[src/include/pwr_seq_pkg.sv]
// Shared constants and types for the power sequencer and its host end
// Functional notes
// - Unsequenced resources stay off until sequence ends
// - Programmed delay between successive resource actions
// - Sequence is an ordered list of writes
// - Release reset after sequence and stable clock
// - Gating override releases reset without clocks
// - Hold mode: start on request, reset high
// - Hold mode: shut down 8 s without hold
// - Host drives hold pin high and keeps it
// - Hold pin falling low means OFF request
// - Auto mode sets keep-alive bit, stays active
// - Non-self-set bit uses hold-mode timeout behaviour
// - Host writes keep-alive bit and keeps it
// - First boot pin selects configuration set
// - Both boot pins choose sequence selector
// - Normal and forced voltage share one value
// - Sequence may branch on boot pin levels
// - Static settings may be overwritten later
// - User writes override sequence after completion
// - Host pulses sleep pin twice after restart
// - Host may toggle sleep polarity low-high-low
// - OFF honoured only without another ON condition
package pwr_seq_pkg;
  localparam int CLK_MHZ = 250;
  localparam int TIMEOUT_S = 8;
  localparam int SLOW_HZ = 32768;
  localparam int SLOW_DIV = CLK_MHZ * 1000000 / SLOW_HZ;
  localparam int TIMEOUT_TICKS = TIMEOUT_S * SLOW_HZ;
  localparam int N_RES = 8;
  localparam int ADDR_W = 3;
  localparam int VOLTAGE_SELECT_FIELD_W = 7;
  localparam int PROG_DEPTH = 16;
  localparam int PC_W = 4;
  localparam int DLY_W = 8;
  // Power-down list base and length of the host restart kick
  localparam logic [PC_W-1:0] DOWN_BASE = 4'hC;
  localparam logic [2:0] KICK_START = 3'h4;
  // Instruction opcodes and resource modes
  localparam logic [1:0] OP_WRITE = 2'h0;
  localparam logic [1:0] OP_BRANCH = 2'h1;
  localparam logic [1:0] OP_END = 2'h2;
  localparam logic [1:0] RES_OFF = 2'h0;
  localparam logic [1:0] RES_ON = 2'h1;
  localparam logic [1:0] RES_SLEEP = 2'h2;
  typedef enum logic [2:0] {
    ST_OFF = 3'b000,
    ST_UP = 3'b001,
    ST_WAIT_CLK = 3'b010,
    ST_ACTIVE = 3'b011,
    ST_DOWN = 3'b100
  } seq_state_t;
  typedef struct packed {
    logic [1:0] op;
    logic [ADDR_W-1:0] res;
    logic [1:0] mode;
    logic [DLY_W-1:0] delay;
    logic [PC_W-1:0] target;
  } instr_t;
endpackage

[src/include/pwr_ack_if.sv]
// Interface joining the sequencer and the host acknowledge logic
`timescale 1ns/1ps
interface pwr_ack_if;
  logic power_on_button_pin;
  logic power_keep_pin;
  logic reset_out;
  logic keep_alive_wr;
  logic keep_alive_wdata;
  logic keep_alive_bit;
  logic sleep_request_pin;
  logic sleep_pin_polarity_bit;
  modport device (input power_on_button_pin, input power_keep_pin, input keep_alive_wr,
    input keep_alive_wdata, output reset_out, output keep_alive_bit);
  modport host (output power_on_button_pin, output power_keep_pin, output keep_alive_wr,
    output keep_alive_wdata, output sleep_request_pin, output sleep_pin_polarity_bit,
    input reset_out, input keep_alive_bit);
endinterface

[src/logic/pwr_sequencer.sv]
// Power sequencer with reset release and power-on acknowledge
`timescale 1ns/1ps
module pwr_sequencer
  import pwr_seq_pkg::*;
#(
  parameter int TIMEOUT_TICKS_P = TIMEOUT_TICKS,
  parameter int SLOW_DIV_P = SLOW_DIV
) (
  input wire logic i_clock,
  input wire logic i_rst_n,
  pwr_ack_if.device link,
  input wire logic i_config_set_pin,
  input wire logic i_sequence_select_pin,
  input wire logic i_auto_keep_alive_mode,
  input wire logic i_hold_pin_mode,
  input wire logic i_oscillator_enable_config,
  input wire logic i_xtal_stable,
  input wire logic i_ext_slow_stable,
  input wire logic i_gate_override,
  input wire logic [VOLTAGE_SELECT_FIELD_W-1:0] i_voltage_select_field_set0,
  input wire logic [VOLTAGE_SELECT_FIELD_W-1:0] i_voltage_select_field_set1,
  input wire logic i_user_wr,
  input wire logic [ADDR_W-1:0] i_user_res,
  input wire logic [1:0] i_user_mode,
  input wire logic i_user_voltage_select_field_wr,
  input wire logic [VOLTAGE_SELECT_FIELD_W-1:0] i_user_voltage_select_field,
  input wire logic i_prog_wr,
  input wire logic [PC_W-1:0] i_prog_addr,
  input wire logic [$bits(instr_t)-1:0] i_prog_data,
  output logic [2*N_RES-1:0] o_res_mode,
  output logic [VOLTAGE_SELECT_FIELD_W-1:0] o_switcher_voltage_reg,
  output logic [VOLTAGE_SELECT_FIELD_W-1:0] o_switcher_forced_voltage_reg,
  output logic o_config_set,
  output logic [1:0] o_seq_select,
  output logic o_seq_done,
  output logic [2:0] o_state
);
  localparam int TCNT_W = $clog2(TIMEOUT_TICKS_P + 1);
  localparam int DIV_W = $clog2(SLOW_DIV_P + 1);

  seq_state_t state, next_state;
  instr_t prog [PROG_DEPTH];
  logic [PC_W-1:0] pc;
  logic [DLY_W-1:0] dly;
  logic [TCNT_W-1:0] tcnt;
  logic [DIV_W-1:0] div;
  logic held;
  logic keep_bit;
  logic reset_out_q;
  logic strap_taken;

  // config set from first boot pin
  wire logic cfg_set = i_config_set_pin;
  // sequence selector from both boot pins
  wire logic [1:0] seq_sel = i_config_set_pin ? 2'h2 : {1'b0, i_sequence_select_pin};
  wire instr_t cur = prog[pc];
  // Slow tick stands in for the slow clock domain: one clock, enable pulse only
  wire logic slow_tick = (div == DIV_W'(SLOW_DIV_P - 1));
  wire logic clk_ok = i_gate_override ||
    (i_oscillator_enable_config ? i_xtal_stable : i_ext_slow_stable);
  // register bit replaces pin when not in hold-pin mode
  wire logic ack = i_hold_pin_mode ? link.power_keep_pin : keep_bit;
  // OFF only if no other ON condition holds
  wire logic other_on = i_hold_pin_mode ? keep_bit : link.power_keep_pin;
  // fall of acknowledge after it was seen
  wire logic off_req = held && !ack && !other_on;
  wire logic timeout = !held && !i_auto_keep_alive_mode && tcnt == TCNT_W'(TIMEOUT_TICKS_P);
  wire logic auto_off = i_auto_keep_alive_mode && !keep_bit && !link.power_keep_pin;
  wire logic step = (dly == '0);
  // branch taken on boot pin levels
  wire logic br_take = cur.mode == {i_config_set_pin, i_sequence_select_pin};

  always_comb begin
    next_state = state;
    case (state)
      ST_OFF: if (link.power_on_button_pin) next_state = ST_UP;
      ST_UP: if (step && cur.op == OP_END) next_state = ST_WAIT_CLK;
      ST_WAIT_CLK: if (clk_ok) next_state = ST_ACTIVE;
      ST_ACTIVE: if (off_req || timeout || auto_off) next_state = ST_DOWN;
      ST_DOWN: if (step && cur.op == OP_END) next_state = ST_OFF;
      default: next_state = ST_OFF;
    endcase
  end

  always_ff @(posedge i_clock or negedge i_rst_n) begin
    if (!i_rst_n) state <= ST_OFF;
    else state <= next_state;
  end

  // Program store has no reset; it must be loaded before the first power-on request
  always_ff @(posedge i_clock) begin
    if (i_prog_wr) prog[i_prog_addr] <= instr_t'(i_prog_data);
  end

  // Sequence program: entries from selector*4 up; power-down from its own base
  wire logic [PC_W-1:0] up_base = {seq_sel, 2'b00};
  wire logic [PC_W-1:0] down_base = DOWN_BASE;
  wire logic running = (state == ST_UP) || (state == ST_DOWN);
  // Start address reloads on every pass through OFF, so a new selector takes effect
  wire logic seq_load = (state == ST_OFF) || (state == ST_ACTIVE && next_state == ST_DOWN);
  wire logic [PC_W-1:0] load_pc = (state == ST_OFF) ? up_base : down_base;
  wire logic [PC_W-1:0] step_pc = (cur.op == OP_BRANCH && br_take) ? cur.target : pc + PC_W'(1);

  always_ff @(posedge i_clock or negedge i_rst_n) begin
    if (!i_rst_n) begin
      pc <= '0;
      dly <= '0;
    end else if (seq_load) begin
      pc <= load_pc;
      dly <= '0;
    end else if (running && !step) begin
      dly <= dly - DLY_W'(1);
    end else if (running && cur.op != OP_END) begin
      pc <= step_pc;
      dly <= cur.delay;
    end
  end

  // A sequence write wins over a user write; user writes are refused outside ACTIVE
  wire logic seq_res_wr = running && step && cur.op == OP_WRITE;
  wire logic usr_res_wr = (state == ST_ACTIVE) && i_user_wr;
  // One shared strap value feeds both voltage registers; it is sampled once after reset
  wire logic [VOLTAGE_SELECT_FIELD_W-1:0] strap_voltage_select_field = cfg_set ? i_voltage_select_field_set1 : i_voltage_select_field_set0;
  wire logic usr_voltage_select_field_wr = (state == ST_ACTIVE) && i_user_voltage_select_field_wr;

  // resources reset to off, only sequence writes before done
  always_ff @(posedge i_clock or negedge i_rst_n) begin
    if (!i_rst_n) o_res_mode <= '0;
    else if (seq_res_wr) o_res_mode[2*cur.res +: 2] <= cur.mode;
    else if (usr_res_wr) o_res_mode[2*i_user_res +: 2] <= i_user_mode;
  end

  always_ff @(posedge i_clock or negedge i_rst_n) begin
    if (!i_rst_n) begin
      strap_taken <= 1'b0;
      o_switcher_voltage_reg <= '0;
      o_switcher_forced_voltage_reg <= '0;
    end else if (!strap_taken) begin
      strap_taken <= 1'b1;
      // both loaded from one shared value
      o_switcher_voltage_reg <= strap_voltage_select_field;
      o_switcher_forced_voltage_reg <= strap_voltage_select_field;
    end else if (usr_voltage_select_field_wr) begin
      o_switcher_voltage_reg <= i_user_voltage_select_field;
      o_switcher_forced_voltage_reg <= i_user_voltage_select_field;
    end
  end

  // Divider free-runs, so the timeout may fire up to one slow period early
  always_ff @(posedge i_clock or negedge i_rst_n) begin
    if (!i_rst_n) div <= '0;
    else div <= slow_tick ? '0 : div + DIV_W'(1);
  end

  // Saturates at the limit so a long wait cannot wrap back under it
  // timeout counted on slow tick from ACTIVE entry
  always_ff @(posedge i_clock or negedge i_rst_n) begin
    if (!i_rst_n) tcnt <= '0;
    else if (state != ST_ACTIVE || held) tcnt <= '0;
    else if (slow_tick && tcnt != TCNT_W'(TIMEOUT_TICKS_P)) tcnt <= tcnt + TCNT_W'(1);
  end

  // Acknowledge is latched so that only a later drop counts as an OFF request
  always_ff @(posedge i_clock or negedge i_rst_n) begin
    if (!i_rst_n) held <= 1'b0;
    else if (state != ST_ACTIVE) held <= 1'b0;
    else if (ack) held <= 1'b1;
  end

  // Self-set wins over a host write that lands on the same edge
  wire logic keep_self_set = (state == ST_WAIT_CLK) && (next_state == ST_ACTIVE) && i_auto_keep_alive_mode;

  // keep-alive bit self-set at end of power-up
  always_ff @(posedge i_clock or negedge i_rst_n) begin
    if (!i_rst_n) keep_bit <= 1'b0;
    else if (keep_self_set) keep_bit <= 1'b1;
    else if (link.keep_alive_wr) keep_bit <= link.keep_alive_wdata;
    else if (state == ST_OFF) keep_bit <= 1'b0;
  end

  // Taken from next_state so the release lines up with the ACTIVE state output
  // reset released once ACTIVE
  always_ff @(posedge i_clock or negedge i_rst_n) begin
    if (!i_rst_n) reset_out_q <= 1'b0;
    else reset_out_q <= (next_state == ST_ACTIVE);
  end

  // Done and state copies are registered from next_state, in step with the reset output; strap copies from the pins
  always_ff @(posedge i_clock or negedge i_rst_n) begin
    if (!i_rst_n) begin
      o_config_set <= 1'b0;
      o_seq_select <= '0;
      o_seq_done <= 1'b0;
      o_state <= '0;
    end else begin
      o_config_set <= cfg_set;
      o_seq_select <= seq_sel;
      o_seq_done <= (next_state == ST_ACTIVE);
      o_state <= next_state;
    end
  end

  assign link.reset_out = reset_out_q;
  assign link.keep_alive_bit = keep_bit;
endmodule

[src/flat_wrapper.sv]
// flat-port wrapper written by rule: the top's interface ports become plain ports
module pwr_sequencer_flat import pwr_seq_pkg::*;
#(
  parameter int TIMEOUT_TICKS_P = TIMEOUT_TICKS,
  parameter int SLOW_DIV_P = SLOW_DIV
)
  (i_clock, i_rst_n, i_config_set_pin, i_sequence_select_pin, i_auto_keep_alive_mode, i_hold_pin_mode, i_oscillator_enable_config, i_xtal_stable, i_ext_slow_stable, i_gate_override, i_voltage_select_field_set0, i_voltage_select_field_set1, i_user_wr, i_user_res, i_user_mode, i_user_voltage_select_field_wr, i_user_voltage_select_field, i_prog_wr, i_prog_addr, i_prog_data, o_res_mode, o_switcher_voltage_reg, o_switcher_forced_voltage_reg, o_config_set, o_seq_select, o_seq_done, o_state, link_power_on_button_pin, link_power_keep_pin, link_keep_alive_wr, link_keep_alive_wdata, link_reset_out, link_keep_alive_bit);
  pwr_ack_if link_i ();
  input wire logic i_clock;
  input wire logic i_rst_n;
  input wire logic i_config_set_pin;
  input wire logic i_sequence_select_pin;
  input wire logic i_auto_keep_alive_mode;
  input wire logic i_hold_pin_mode;
  input wire logic i_oscillator_enable_config;
  input wire logic i_xtal_stable;
  input wire logic i_ext_slow_stable;
  input wire logic i_gate_override;
  input wire logic [VOLTAGE_SELECT_FIELD_W-1:0] i_voltage_select_field_set0;
  input wire logic [VOLTAGE_SELECT_FIELD_W-1:0] i_voltage_select_field_set1;
  input wire logic i_user_wr;
  input wire logic [ADDR_W-1:0] i_user_res;
  input wire logic [1:0] i_user_mode;
  input wire logic i_user_voltage_select_field_wr;
  input wire logic [VOLTAGE_SELECT_FIELD_W-1:0] i_user_voltage_select_field;
  input wire logic i_prog_wr;
  input wire logic [PC_W-1:0] i_prog_addr;
  input wire logic [$bits(instr_t)-1:0] i_prog_data;
  output logic [2*N_RES-1:0] o_res_mode;
  output logic [VOLTAGE_SELECT_FIELD_W-1:0] o_switcher_voltage_reg;
  output logic [VOLTAGE_SELECT_FIELD_W-1:0] o_switcher_forced_voltage_reg;
  output logic o_config_set;
  output logic [1:0] o_seq_select;
  output logic o_seq_done;
  output logic [2:0] o_state;
  input wire logic [$bits(link_i.power_on_button_pin)-1:0] link_power_on_button_pin;
  input wire logic [$bits(link_i.power_keep_pin)-1:0] link_power_keep_pin;
  input wire logic [$bits(link_i.keep_alive_wr)-1:0] link_keep_alive_wr;
  input wire logic [$bits(link_i.keep_alive_wdata)-1:0] link_keep_alive_wdata;
  output wire logic [$bits(link_i.reset_out)-1:0] link_reset_out;
  output wire logic [$bits(link_i.keep_alive_bit)-1:0] link_keep_alive_bit;
  assign link_i.power_on_button_pin = link_power_on_button_pin;
  assign link_i.power_keep_pin = link_power_keep_pin;
  assign link_i.keep_alive_wr = link_keep_alive_wr;
  assign link_i.keep_alive_wdata = link_keep_alive_wdata;
  assign link_reset_out = link_i.reset_out;
  assign link_keep_alive_bit = link_i.keep_alive_bit;
  pwr_sequencer #(.TIMEOUT_TICKS_P(TIMEOUT_TICKS_P), .SLOW_DIV_P(SLOW_DIV_P)) u_core (.i_clock(i_clock), .i_rst_n(i_rst_n), .link(link_i), .i_config_set_pin(i_config_set_pin), .i_sequence_select_pin(i_sequence_select_pin), .i_auto_keep_alive_mode(i_auto_keep_alive_mode), .i_hold_pin_mode(i_hold_pin_mode), .i_oscillator_enable_config(i_oscillator_enable_config), .i_xtal_stable(i_xtal_stable), .i_ext_slow_stable(i_ext_slow_stable), .i_gate_override(i_gate_override), .i_voltage_select_field_set0(i_voltage_select_field_set0), .i_voltage_select_field_set1(i_voltage_select_field_set1), .i_user_wr(i_user_wr), .i_user_res(i_user_res), .i_user_mode(i_user_mode), .i_user_voltage_select_field_wr(i_user_voltage_select_field_wr), .i_user_voltage_select_field(i_user_voltage_select_field), .i_prog_wr(i_prog_wr), .i_prog_addr(i_prog_addr), .i_prog_data(i_prog_data), .o_res_mode(o_res_mode), .o_switcher_voltage_reg(o_switcher_voltage_reg), .o_switcher_forced_voltage_reg(o_switcher_forced_voltage_reg), .o_config_set(o_config_set), .o_seq_select(o_seq_select), .o_seq_done(o_seq_done), .o_state(o_state));
endmodule
[config.mk]
export PLATFORM = sky130hd
export DESIGN_NAME = pwr_sequencer_flat
export DESIGN_NICKNAME = d
export VERILOG_FILES = /design/src/include/pwr_seq_pkg.sv /design/src/include/pwr_ack_if.sv /design/src/logic/pwr_sequencer.sv /design/src/flat_wrapper.sv
export SDC_FILE = /design/constraint.sdc
export NUM_CORES = 1
export LEC_CHECK = 0
export ABC_AREA = 1
export BUFFER_PORTS_ARGS = -buffer_cell sky130_fd_sc_hd__buf_2
export CORE_MARGIN = 1
export CORE_UTILIZATION = 35
export DETAILED_ROUTE_END_ITERATION = 6
export PLACE_DENSITY = 0.58
export REMOVE_ABC_BUFFERS = 1
export SYNTH_ARGS = -nofsm -noshare
export SYNTH_HDL_FRONTEND = slang
export SYNTH_SLANG_ARGS = --single-unit
[constraint.sdc]
create_clock -name i_clock -period 3.65 [get_ports i_clock]
set_input_delay 0.1825 -clock i_clock [delete_from_list [all_inputs] [get_ports i_clock]]
set_output_delay 0.1825 -clock i_clock [all_outputs]
set_load 0.05 [all_outputs]
==> flow_summary.ini, run 1 <==
[timing]
slew-limit-headroom_pct = 33.1
period_share_pct = 84.3
layout_min_cycle_time_ps = 3080
maxSlewViolCount = 0
rsz0062_at_grt = no
clock_skew_ps = 23.0
max_freq_ghz = 0.325
worst_pin_slew_ps = 1000
hold_viol = 0
setup_viol = 0

[synth]
synth_cells = 1721
synth_edf_count = 304
ys_types = 44
synth_area_leaders = edfxtp_1 53%, dfrtp_1 11%, nand2_1 9.4%
synthFlopType = edfxtp_1
synth_largest_area_cell = edfxtp_1
yosysSeqAreaShare_pct = 63.9
netlist_area_um2 = 17300
ys_async_sr_fraction_pct = 20.0
synth_top_area_share_pct = 52.9
avgSynthCellArea_um2 = 10.0
synth_seq_cells = 380
yosys_warnings = 0

[layout]
drive_gt1_share_pct = 12.7
final_common_cell = nand2_1
nets = 1929
regMostFlops = u_core.prog
diodes = 0
final_core_util_pct = 41.2
area_delta_synth_final_pct = 16.7
fin_area_um2 = 20100
reg_top3 = u_core.prog (304), u_core.tcnt (19), u_core.o_res_mode (16)
final_cells = 2546
final_cell_mix = 433 x nand2_1, 304 x edfxtp_1, 187 x nand3_1
largest_register_ffs = 304

[floorplan]
ioPinCount = 105
dieWidth_um = 224
die_h_um = 224
std_cell_rows = 81
start_util_pct = 35.3
die_area_um2 = 50200
core_um2 = 48800

[flow_run]
cap_violations = 0

[setup_path]
rr_startpoint = u_core.pc[1]$_DFFE_PN0P_
crit_end = u_core.o_res_mode[7]$_DFFE_PN0P_
rrSetupSlack_ps = 570
r2r_end = u_core.o_res_mode[7]$_DFFE_PN0P_
worstPathMaxFanout = 31
reg2reg_depth = 15
cpPeakStageDelay_ps = 500
cp-start-kind = register
crit_type = reg2reg
end_kind = register
worst_path_max_delay_cell = inv_2
crit_arrival_ps = 3510
path_cells = inv_2 -> nand3_1 -> nand3_1 -> nand3_1 -> nand2_2 -> inv_1 -> ha_1 -> ha_1 -> clkinv_1 -> nor2_1 -> nand2_1 -> a21oi_2 -> inv_2 -> nand2_1 -> nand2_1
cp.required_ps = 4080
critPathLaunch = u_core.pc[1]$_DFFE_PN0P_

[clock_tree]
clock_latency_ps = 560
cts-buffers-inserted = 41
cts_num_sinks = 380
root_buffer = clkbuf_16
clockBufferDepth = 3
htree_levels = 2
path_clk_slew_ps = 60
cts_tree = done
cts_post_setup_buffers_inserted = 0

[global_route]
grtUsageMet3_pct = 2.54
grt-ovfl-total = 0
grt_max_degree = 111
antenna_found_initial = 1
grt_pass1_wl_um = 68300
track_usage_pct = 17.6
top_usage_layer = met2
first_global_vias = 12200
grtUsageMet1_pct = 25.1
gr-usage-met2_pct = 27.6

[drt]
drt_iter0_drc = 1174
viasPerCell = 5.01
drc = 0
postRouteAntennaNets = 0
wl_per_cell_um = 17.3
first_pass_iters = 5
drt-total-wl_um = 44000
vias = 12800

[power_and_ir_drop]
finalPower_mw = 13.2
seqPwrFrac_pct = 37.5
p_int_mw = 8.43
clkPwrFrac_pct = 31.1
power.density_nw_per_um2 = 656
swShare_pct = 36.1
p_comb_share_pct = 31.4
p_leak_nw = 8.09
power.switching_mw = 4.77
worst_ir_drop_vdd_mv = 0.431

[min_path]
hp-class = in2reg
hold_depth = 1

[status]
status = finished clean

[place]
port_buffers = 104
placement.cell_area_um2 = 18500
dpl.hpwl_um = 25300
place_congestion = 0.882
place_inst = 2442
cell families after synthesis:
family,count (synthesis),synth area share [%]
simple gates,851,21.1
flops,380,63.9
buf+inv,246,6.04
compound gates,207,6.89
xor+xnor,19,0.964
fa+ha+maj,10,0.725
mux,7,0.406
other cells,1,0.0217
power by group through the flow:
stage | Combinational [mW] | Clock [mW] | Sequential (mW)
final | 4.15 | 4.10 | 4.96
after global placement | 4.02 | 0 | 5.04
after floorplan | 2.39 | 0 | 5.46
after CTS | 4.13 | 4.19 | 4.96
after detailed placement | 4.07 | 0 | 5.05
after global routing | 4.63 | 4.33 | 4.97
cell type report:
type / instances / area [um^2]
Fill cell: 4707 / 28700
Tap cell: 664 / 831
Clock inverter: 15 / 194
Multi-Input combinational cell: 1095 / 5230
Inverter: 165 / 622
Clock buffer: 57 / 1120
Sequential cell: 380 / 11000
Timing Repair Buffer: 170 / 1110
worst min-delay path by stage:
stage | start | endpoint | slack, ps
after global routing | i_prog_data[12] | u_core.prog[14][12]$_DFFE_PP_ | 30
final | i_prog_data[12] | u_core.prog[15][12]$_DFFE_PP_ | 30
after CTS | i_prog_data[18] | u_core.prog[15][18]$_DFFE_PP_ | 4
after detailed placement | i_rst_n | u_core.o_res_mode[3]$_DFFE_PN0P_ | 420
after global placement | i_rst_n | u_core.o_res_mode[2]$_DFFE_PN0P_ | 410
after floorplan | i_rst_n | u_core.div[0]$_DFF_PN0_ | -110
synthesized netlist by cell type (all sizes together), types with 2 or more instances:
cell type / number
o211ai: 4
buf: 49
mux2i: 7
a21oi: 68
clkbuf: 32
o22ai: 15
edfxtp: 304
o31ai: 9
nor2: 154
xor2: 16
nand2: 438
nand3b: 4
xnor2: 3
dfrtp: 76
nand3: 190
o221ai: 7
a22oi: 16
clkinv: 2
ha: 10
nand4: 24
nor3: 32
inv: 163
o21ai: 81
a22o: 2
nor4: 7
a31oi: 3
critical path: cells and delay by family, from the launching register on:
family / cells / cell delay (ps)
AO/OA/AOI/OAI: 1 / 230
adder cells (fa/ha/maj): 2 / 500
buffers and inverters: 4 / 890
flip-flops: 1 / 400
AND/OR/NAND/NOR: 8 / 920
stage by stage:
step	hold slack [ps]	worst slack (ps)	setup TNS, ps
2_1_floorplan	-113	-2930	-76110
3_3_place_gp	407	676	0
3_5_place_dp	421	613	0
4_1_cts	4.37	595	0
5_1_grt	28.3	256	0
6_report	29.9	574	0
what timing repair did:
item | CTS | global route
gates resized for setup | 0 | 0
hold buffers | 32 | 0
hold endpoints to repair | 284 | 0
layer usage:
| layer | vias up | routed length, um |
|---|---|---|
| met4 | 2 | 895 |
| li1 | 6137 | - |
| met5 | - | 9 |
| met2 | 418 | 19800 |
| met3 | 68 | 2810 |
| met1 | 6134 | 20400 |
Note: power is estimated with default switching activity, not from simulation.
==> run 2: changes to the inputs <==
- ABC_AREA: 1 -> 0
- clock period: 3.65 -> 3 ns (I/O delays scaled with it)
==> run 2 against run 1 <==
  * Routed wire length is 16% lower
  * Via count is 27% lower
  * Critical endpoint is now u_core.o_res_mode[1]$_DFFE_PN0P_
  * Count of clock-buffer cells in the layout shrank 7
  * Critical path type unchanged
  * Die area shrank 6.5%
  * Largest cell class unchanged
==> flow_summary.ini, run 2 <==
[floorplan]
die_area_um2 = 47000
ioPinCount = 105
start_util_pct = 35.6
die_h_um = 217
dieWidth_um = 217
std_cell_rows = 78
core_um2 = 45400

[global_route]
grt_max_degree = 77
antenna_found_initial = 1
first_global_vias = 9548
grt_pass1_wl_um = 56600
track_usage_pct = 15.8
grt-ovfl-total = 0

[timing]
hold_viol = 0
tns_ps = 0
setup_viol = 0
maxSlewViolCount = 0
clock_skew_ps = 18.8
layout_min_cycle_time_ps = 2910
period_share_pct = 97.0
worst_pin_slew_ps = 1000
max_freq_ghz = 0.344
rsz0062_at_grt = yes
slew-limit-headroom_pct = 33.1

[setup_path]
cpPeakStageDelay_ps = 530
worst_path_max_delay_cell = mux4_2
crit_cells = 10
path_cells = mux4_2 -> mux4_2 -> inv_2 -> ha_4 -> ha_4 -> buf_4 -> nor3b_2 -> nand4b_1 -> mux2i_1 -> a211o_1
cp-start-kind = register
cp.required_ps = 3430
worstPathMaxFanout = 6
critPathBufInv = 2
crit_family = multiplexers
crit_arrival_ps = 3340
reg2reg_depth = 10
crit_type = reg2reg
end_kind = register

[drt]
wl_per_cell_um = 20.4
vias = 9349
first_pass_iters = 5
drt_iter0_drc = 872
viasPerCell = 5.19
drc = 0
postRouteAntennaNets = 0
drt-total-wl_um = 36800

[status]
status = finished clean

[layout]
final_common_cell = edfxtp_1
drive_gt1_share_pct = 31.1
area.sequential_um2 = 11000
final_cell_mix = 304 x edfxtp_1, 103 x buf_2, 87 x mux4_2
largest_register_ffs = 304
reg_top3 = u_core.prog (304), u_core.tcnt (19), u_core.o_res_mode (16)
final_cells = 1802
area_delta_synth_final_pct = 20.9
fillCellCount = 3991
multi_input_area_um2 = 4860
fin_area_um2 = 19500
nets = 1246
regMostFlops = u_core.prog

[clock_tree]
clock_latency_ps = 550
path_clk_slew_ps = 60
clockBufferDepth = 3
cts_num_sinks = 380
cts-buffers-inserted = 40
root_buffer = clkbuf_16
htree_levels = 2
cts_tree = done

[place]
placement.cell_area_um2 = 17700
port_buffers = 104
dpl.hpwl_um = 22400
place_congestion = 0.795
place_inst = 1686

[power_and_ir_drop]
finalPower_mw = 15.6
worst_ir_drop_vdd_mv = 0.566
p_int_mw = 10.9
seqPwrFrac_pct = 39.6
p_comb_share_pct = 27.8
power.switching_mw = 4.67
clkPwrFrac_pct = 32.6
p_leak_nw = 6.80
power.density_nw_per_um2 = 800
swShare_pct = 29.9

[min_path]
hp-class = in2reg
hold_depth = 4

[synth]
synth_cells = 969
synth_seq_cells = 380
synth_area_leaders = edfxtp_1 57%, mux4_2 12%, dfrtp_1 12%
synthFlopType = edfxtp_1
ys_types = 68
synth_largest_area_cell = edfxtp_1
ys_top_cells_by_count = 304 x edfxtp_1, 87 x mux4_2, 76 x dfrtp_1, 61 x nor2_1, 48 x nand2_1
netlist_area_um2 = 16100
synth_edf_count = 304
avgSynthCellArea_um2 = 16.7
yosysSeqAreaShare_pct = 68.4
synth_top_area_share_pct = 56.6
ys_async_sr_fraction_pct = 20.0
yosys_warnings = 0
yosysMostFrequentCell = edfxtp_1

[flow_run]
cap_violations = 0
[run 2: final timing paths]
check | from | to | slack (ps)
min in group asynchronous | i_rst_n | u_core.o_res_mode[8]$_DFFE_PN0P_ | 320
max in group asynchronous | i_rst_n | u_core.pc[0]$_DFFE_PN0P_ | 1920
setup / recovery | u_core.pc[0]$_DFFE_PN0P_ | u_core.o_res_mode[1]$_DFFE_PN0P_ | 90
hold reg to reg | u_core.div[0]$_DFF_PN0_ | u_core.div[0]$_DFF_PN0_ | 490
setup reg to reg | u_core.pc[0]$_DFFE_PN0P_ | u_core.o_res_mode[1]$_DFFE_PN0P_ | 90
hold / removal | i_voltage_select_field_set0[0] | u_core.o_switcher_voltage_reg[0]$_DFFE_PN0P_ | 40
[run 2: repair_timing]
| action | CTS | global route |
|---|---|---|
| endpoints found under the setup margin | 5 | 17 |
| pin swaps | 2 | 12 |
| gates resized for setup | 5 | 12 |
| setup buffers | 0 | 5 |
| hold endpoints to repair | 384 | 0 |
| hold buffers | 37 | 0 |
[run 2: kinds of logic after synthesis]
| group | synth area share [%] |
|---|---|
| flops | 68.4 |
| simple gates | 8.10 |
| mux | 14.9 |
| compound gates | 4.02 |
| fa+ha+maj | 0.775 |
| xor+xnor | 1.63 |
| other cells | 0.0232 |
| buf+inv | 2.24 |
[run 2: routing by layer]
metal	global-route usage, %	up-vias	wire (um)	share of wire (%)
li1	-	4221	-	-
met1	22.7	4808	17200	47
met4	4.01	0	661	1.8
met5	0	-	0	0
met3	2.82	55	1930	5.3
met2	24.9	265	17000	46
[run 2: area by class of cell]
class,instances,share of cell area (%)
tap,600,3.85
antenna,1,0.0128
sequential,380,56.6
inverter,25,0.481
multi-input combinational,516,24.9
clock buffer,50,5.43
timing repair buffer,207,7.27
clock inverter,23,1.47
[run 2: power by group through the flow]
stage | sequential (mW) | clock (mW) | combinational [mW]
final | 6.18 | 5.09 | 4.33
after floorplan | 6.94 | 0 | 2.07
after global placement | 6.29 | 0 | 4.07
after detailed placement | 6.30 | 0 | 4.11
after CTS | 6.19 | 5.21 | 4.23
after global routing | 6.21 | 5.42 | 4.67
[run 2: worst min-delay path: stages]
cell and delay (ps):
buf_2 80, mux2i_1 50, o21ai_0 130, mux2_2 140
[run 2: through the flow]
stage / util (%) / worst slack, ps / hold slack [ps]
after floorplan: - / -2270 / -146
final: 43.0 / 91.4 / 36.3
after global routing: 43.0 / -10.2 / 43.2
after detailed placement: 39.0 / -71.2 / 368
after CTS: 42.8 / 12.1 / 3.70
after global placement: 39.0 / 29.9 / 370
==> run 3: changes to the inputs <==
- BUFFER_PORTS_ARGS: -buffer_cell sky130_fd_sc_hd__buf_2 -> -buffer_cell sky130_fd_sc_hd__buf_4
==> run 3 against run 2 <==
  * Setup slack improved by 23 ps
  * Global-route usage rose by 0.16 points
  * Sequential share of layout area fell by 0.50 points
  * Non-clock buffer count fell by 7
  * Critical path type unchanged
  * Count of clock-buffer cells in the layout fell by 1
  * Core utilization rose by 0.39 points
  * Highest routed layer unchanged
  * Routed wire length rose by 0.39%
  * Sequential cell count did not move
  * Register-to-register slack improved by 20 ps
  * Final cell count fell by 0.50%
==> flow_summary.ini, run 3 (same netlist as run 2, synthesis figures left out) <==
[place]
place_congestion = 0.811
place_worst_setup_slack_ps = -86.0
port_buffers = 104
dpl.hpwl_um = 22100
place_inst = 1680

[setup_path]
crit_family = simple AND/OR/NAND/NOR gates
path_common_cell = ha_4
end_kind = register
r2r_end = u_core.o_res_mode[14]$_DFFE_PN0P_
cp-start-kind = register
worst_path_max_delay_cell = dfrtp_4
cp.required_ps = 3470
crit_type = reg2reg
critPathBufInv = 3
rrSetupSlack_ps = 110
rr_startpoint = u_core.pc[0]$_DFFE_PN0P_
worstPathMaxFanout = 20
crit_arrival_ps = 3360
reg2reg_depth = 11
path_cells = buf_12 -> buf_16 -> mux2i_1 -> mux2_4 -> ha_4 -> ha_4 -> or2_1 -> buf_4 -> or4_4 -> or2_0 -> nand3_1
cpPeakStageDelay_ps = 550

[layout]
fillCellCount = 4020
largest_register_ffs = 304
nets = 1239
final_cell_mix = 304 x edfxtp_1, 154 x buf_4, 87 x mux4_2
area_delta_synth_final_pct = 22.0
reg_top3 = u_core.prog (304), u_core.tcnt (19), u_core.o_res_mode (16)
drive_gt1_share_pct = 30.9
final_cells = 1793
regMostFlops = u_core.prog
final_common_cell = edfxtp_1

[timing]
layout_min_cycle_time_ps = 2890
setup_viol = 0
rsz0062_at_grt = yes
period_share_pct = 96.2
max_freq_ghz = 0.347
worst_slack_ps = 115
clock_skew_ps = 20.3
worst_pin_slew_ps = 1010
hold_viol = 0
maxSlewViolCount = 0
slew-limit-headroom_pct = 32.5

[clock_tree]
clock_latency_ps = 540
root_buffer = clkbuf_16
htree_levels = 2
cts_tree = done
cts_num_sinks = 380
path_clk_slew_ps = 60
clockBufferDepth = 3
cts-buffers-inserted = 40

[floorplan]
core_um2 = 45400
ioPinCount = 105
die_area_um2 = 47000
std_cell_rows = 78
die_h_um = 217
start_util_pct = 35.6
dieWidth_um = 217

[drt]
drc = 0
viasPerCell = 5.22
postRouteAntennaNets = 0
wl_per_cell_um = 20.6
drt_iter0_drc = 723
vias = 9360
drt-total-wl_um = 37000
first_pass_iters = 5

[power_and_ir_drop]
power.density_nw_per_um2 = 777
worst_ir_drop_vdd_mv = 0.362
p_leak_nw = 6.83

[min_path]
hold_depth = 4
hp-start = i_voltage_select_field_set0[1]
hp-class = in2reg
hold-path-endpoint = u_core.o_switcher_voltage_reg[1]$_DFFE_PN0P_

[global_route]
grt-ovfl-total = 0
grt_pass1_wl_um = 57200
grt_max_degree = 77
first_global_vias = 9528
track_usage_pct = 16.0
antenna_found_initial = 1

[status]
status = finished clean

[flow_run]
cap_violations = 0
## run 3: cell types whose count changed in the layout (fill, tap and decap cells not counted), moves of 3 or more
cell	previous run	this run
buf_2	103	0
buf_4	62	154
bufinv_16	6	2
clkinv_2	6	10
buf_12	2	5
## run 3: how the worst max path moves through the flow
stage / startpoint / cells past startpoint / to / slack [ps]
global route: u_core.pc[0]$_DFFE_PN0P_ / 11 / u_core.o_res_mode[14]$_DFFE_PN0P_ / -0.6
finish: u_core.pc[0]$_DFFE_PN0P_ / 11 / u_core.o_res_mode[14]$_DFFE_PN0P_ / 110
floorplan: u_core.pc[0]$_DFFE_PN0P_ / 9 / u_core.o_res_mode[7]$_DFFE_PN0P_ / -2270
CTS: u_core.pc[0]$_DFFE_PN0P_ / 12 / u_core.o_res_mode[5]$_DFFE_PN0P_ / 20
detailed placement: u_core.pc[0]$_DFFE_PN0P_ / 9 / u_core.o_res_mode[7]$_DFFE_PN0P_ / -90
global placement: u_core.pc[0]$_DFFE_PN0P_ / 9 / u_core.o_res_mode[7]$_DFFE_PN0P_ / -60
## run 3: worst reg2reg max path, delay by kind of cell (launching register included)
kind	cells	cell delay (ps)
adders and majority gates	2	310
muxes	2	450
and+or+nand+nor	4	1010
buffers and inverters	3	500
DFF	1	550
## run 3: repair_timing
action                                 in CTS  in global routing
setup endpoints to repair                   5                 19
endpoints found under the hold margin     398                  0
buffers inserted                            1                  2
gates cloned                                1                  0
pin swaps                                   1                  7
hold buffers                               37                  0
resized for setup                           5                 16
## run 3: routing by layer
metal / part of all wire [%] / wire length (um) / vias to the layer above / track usage (%)
li1: - / - / 4196 / -
met5: 0 / 0 / - / 0
met2: 46 / 16900 / 289 / 24.9
met4: 1.9 / 704 / 0 / 4.27
met1: 47 / 17200 / 4823 / 22.9
met3: 5.8 / 2130 / 52 / 2.99
## run 3: stage by stage
stage                     total power [mW]  util [%]  hold WS (ps)  cell area [um^2]  setup TNS (ps)
after floorplan                       9.02         -          -146             15900          -52300
after global placement                10.4      39.5           373             17900           -58.7
after detailed placement              10.5      39.5           382             17900            -143
after CTS                             15.3      43.2          22.2             19600               0
after global routing                  16.0      43.4          36.3             19700          -0.594
final                                 15.3      43.4          40.5             19700               0
## run 3: area by class of cell
type	instances	area, um^2	area share [%]
diodes	1	2.50	0.0127
clock buffers	49	1040	5.31
clock inverters	22	170	0.864
inverters	25	93.8	0.477
multi-input cells	516	4880	24.8
flip-flops and latches	380	11000	56.1
well taps	600	751	3.81
repair buffers	200	1710	8.68
## run 3: power by group
group | internal (mW) | switching, mW
logic | 2.04 | 2.43
clock network | 2.65 | 1.99
registers | 5.97 | 0.222
total | 10.7 | 4.64
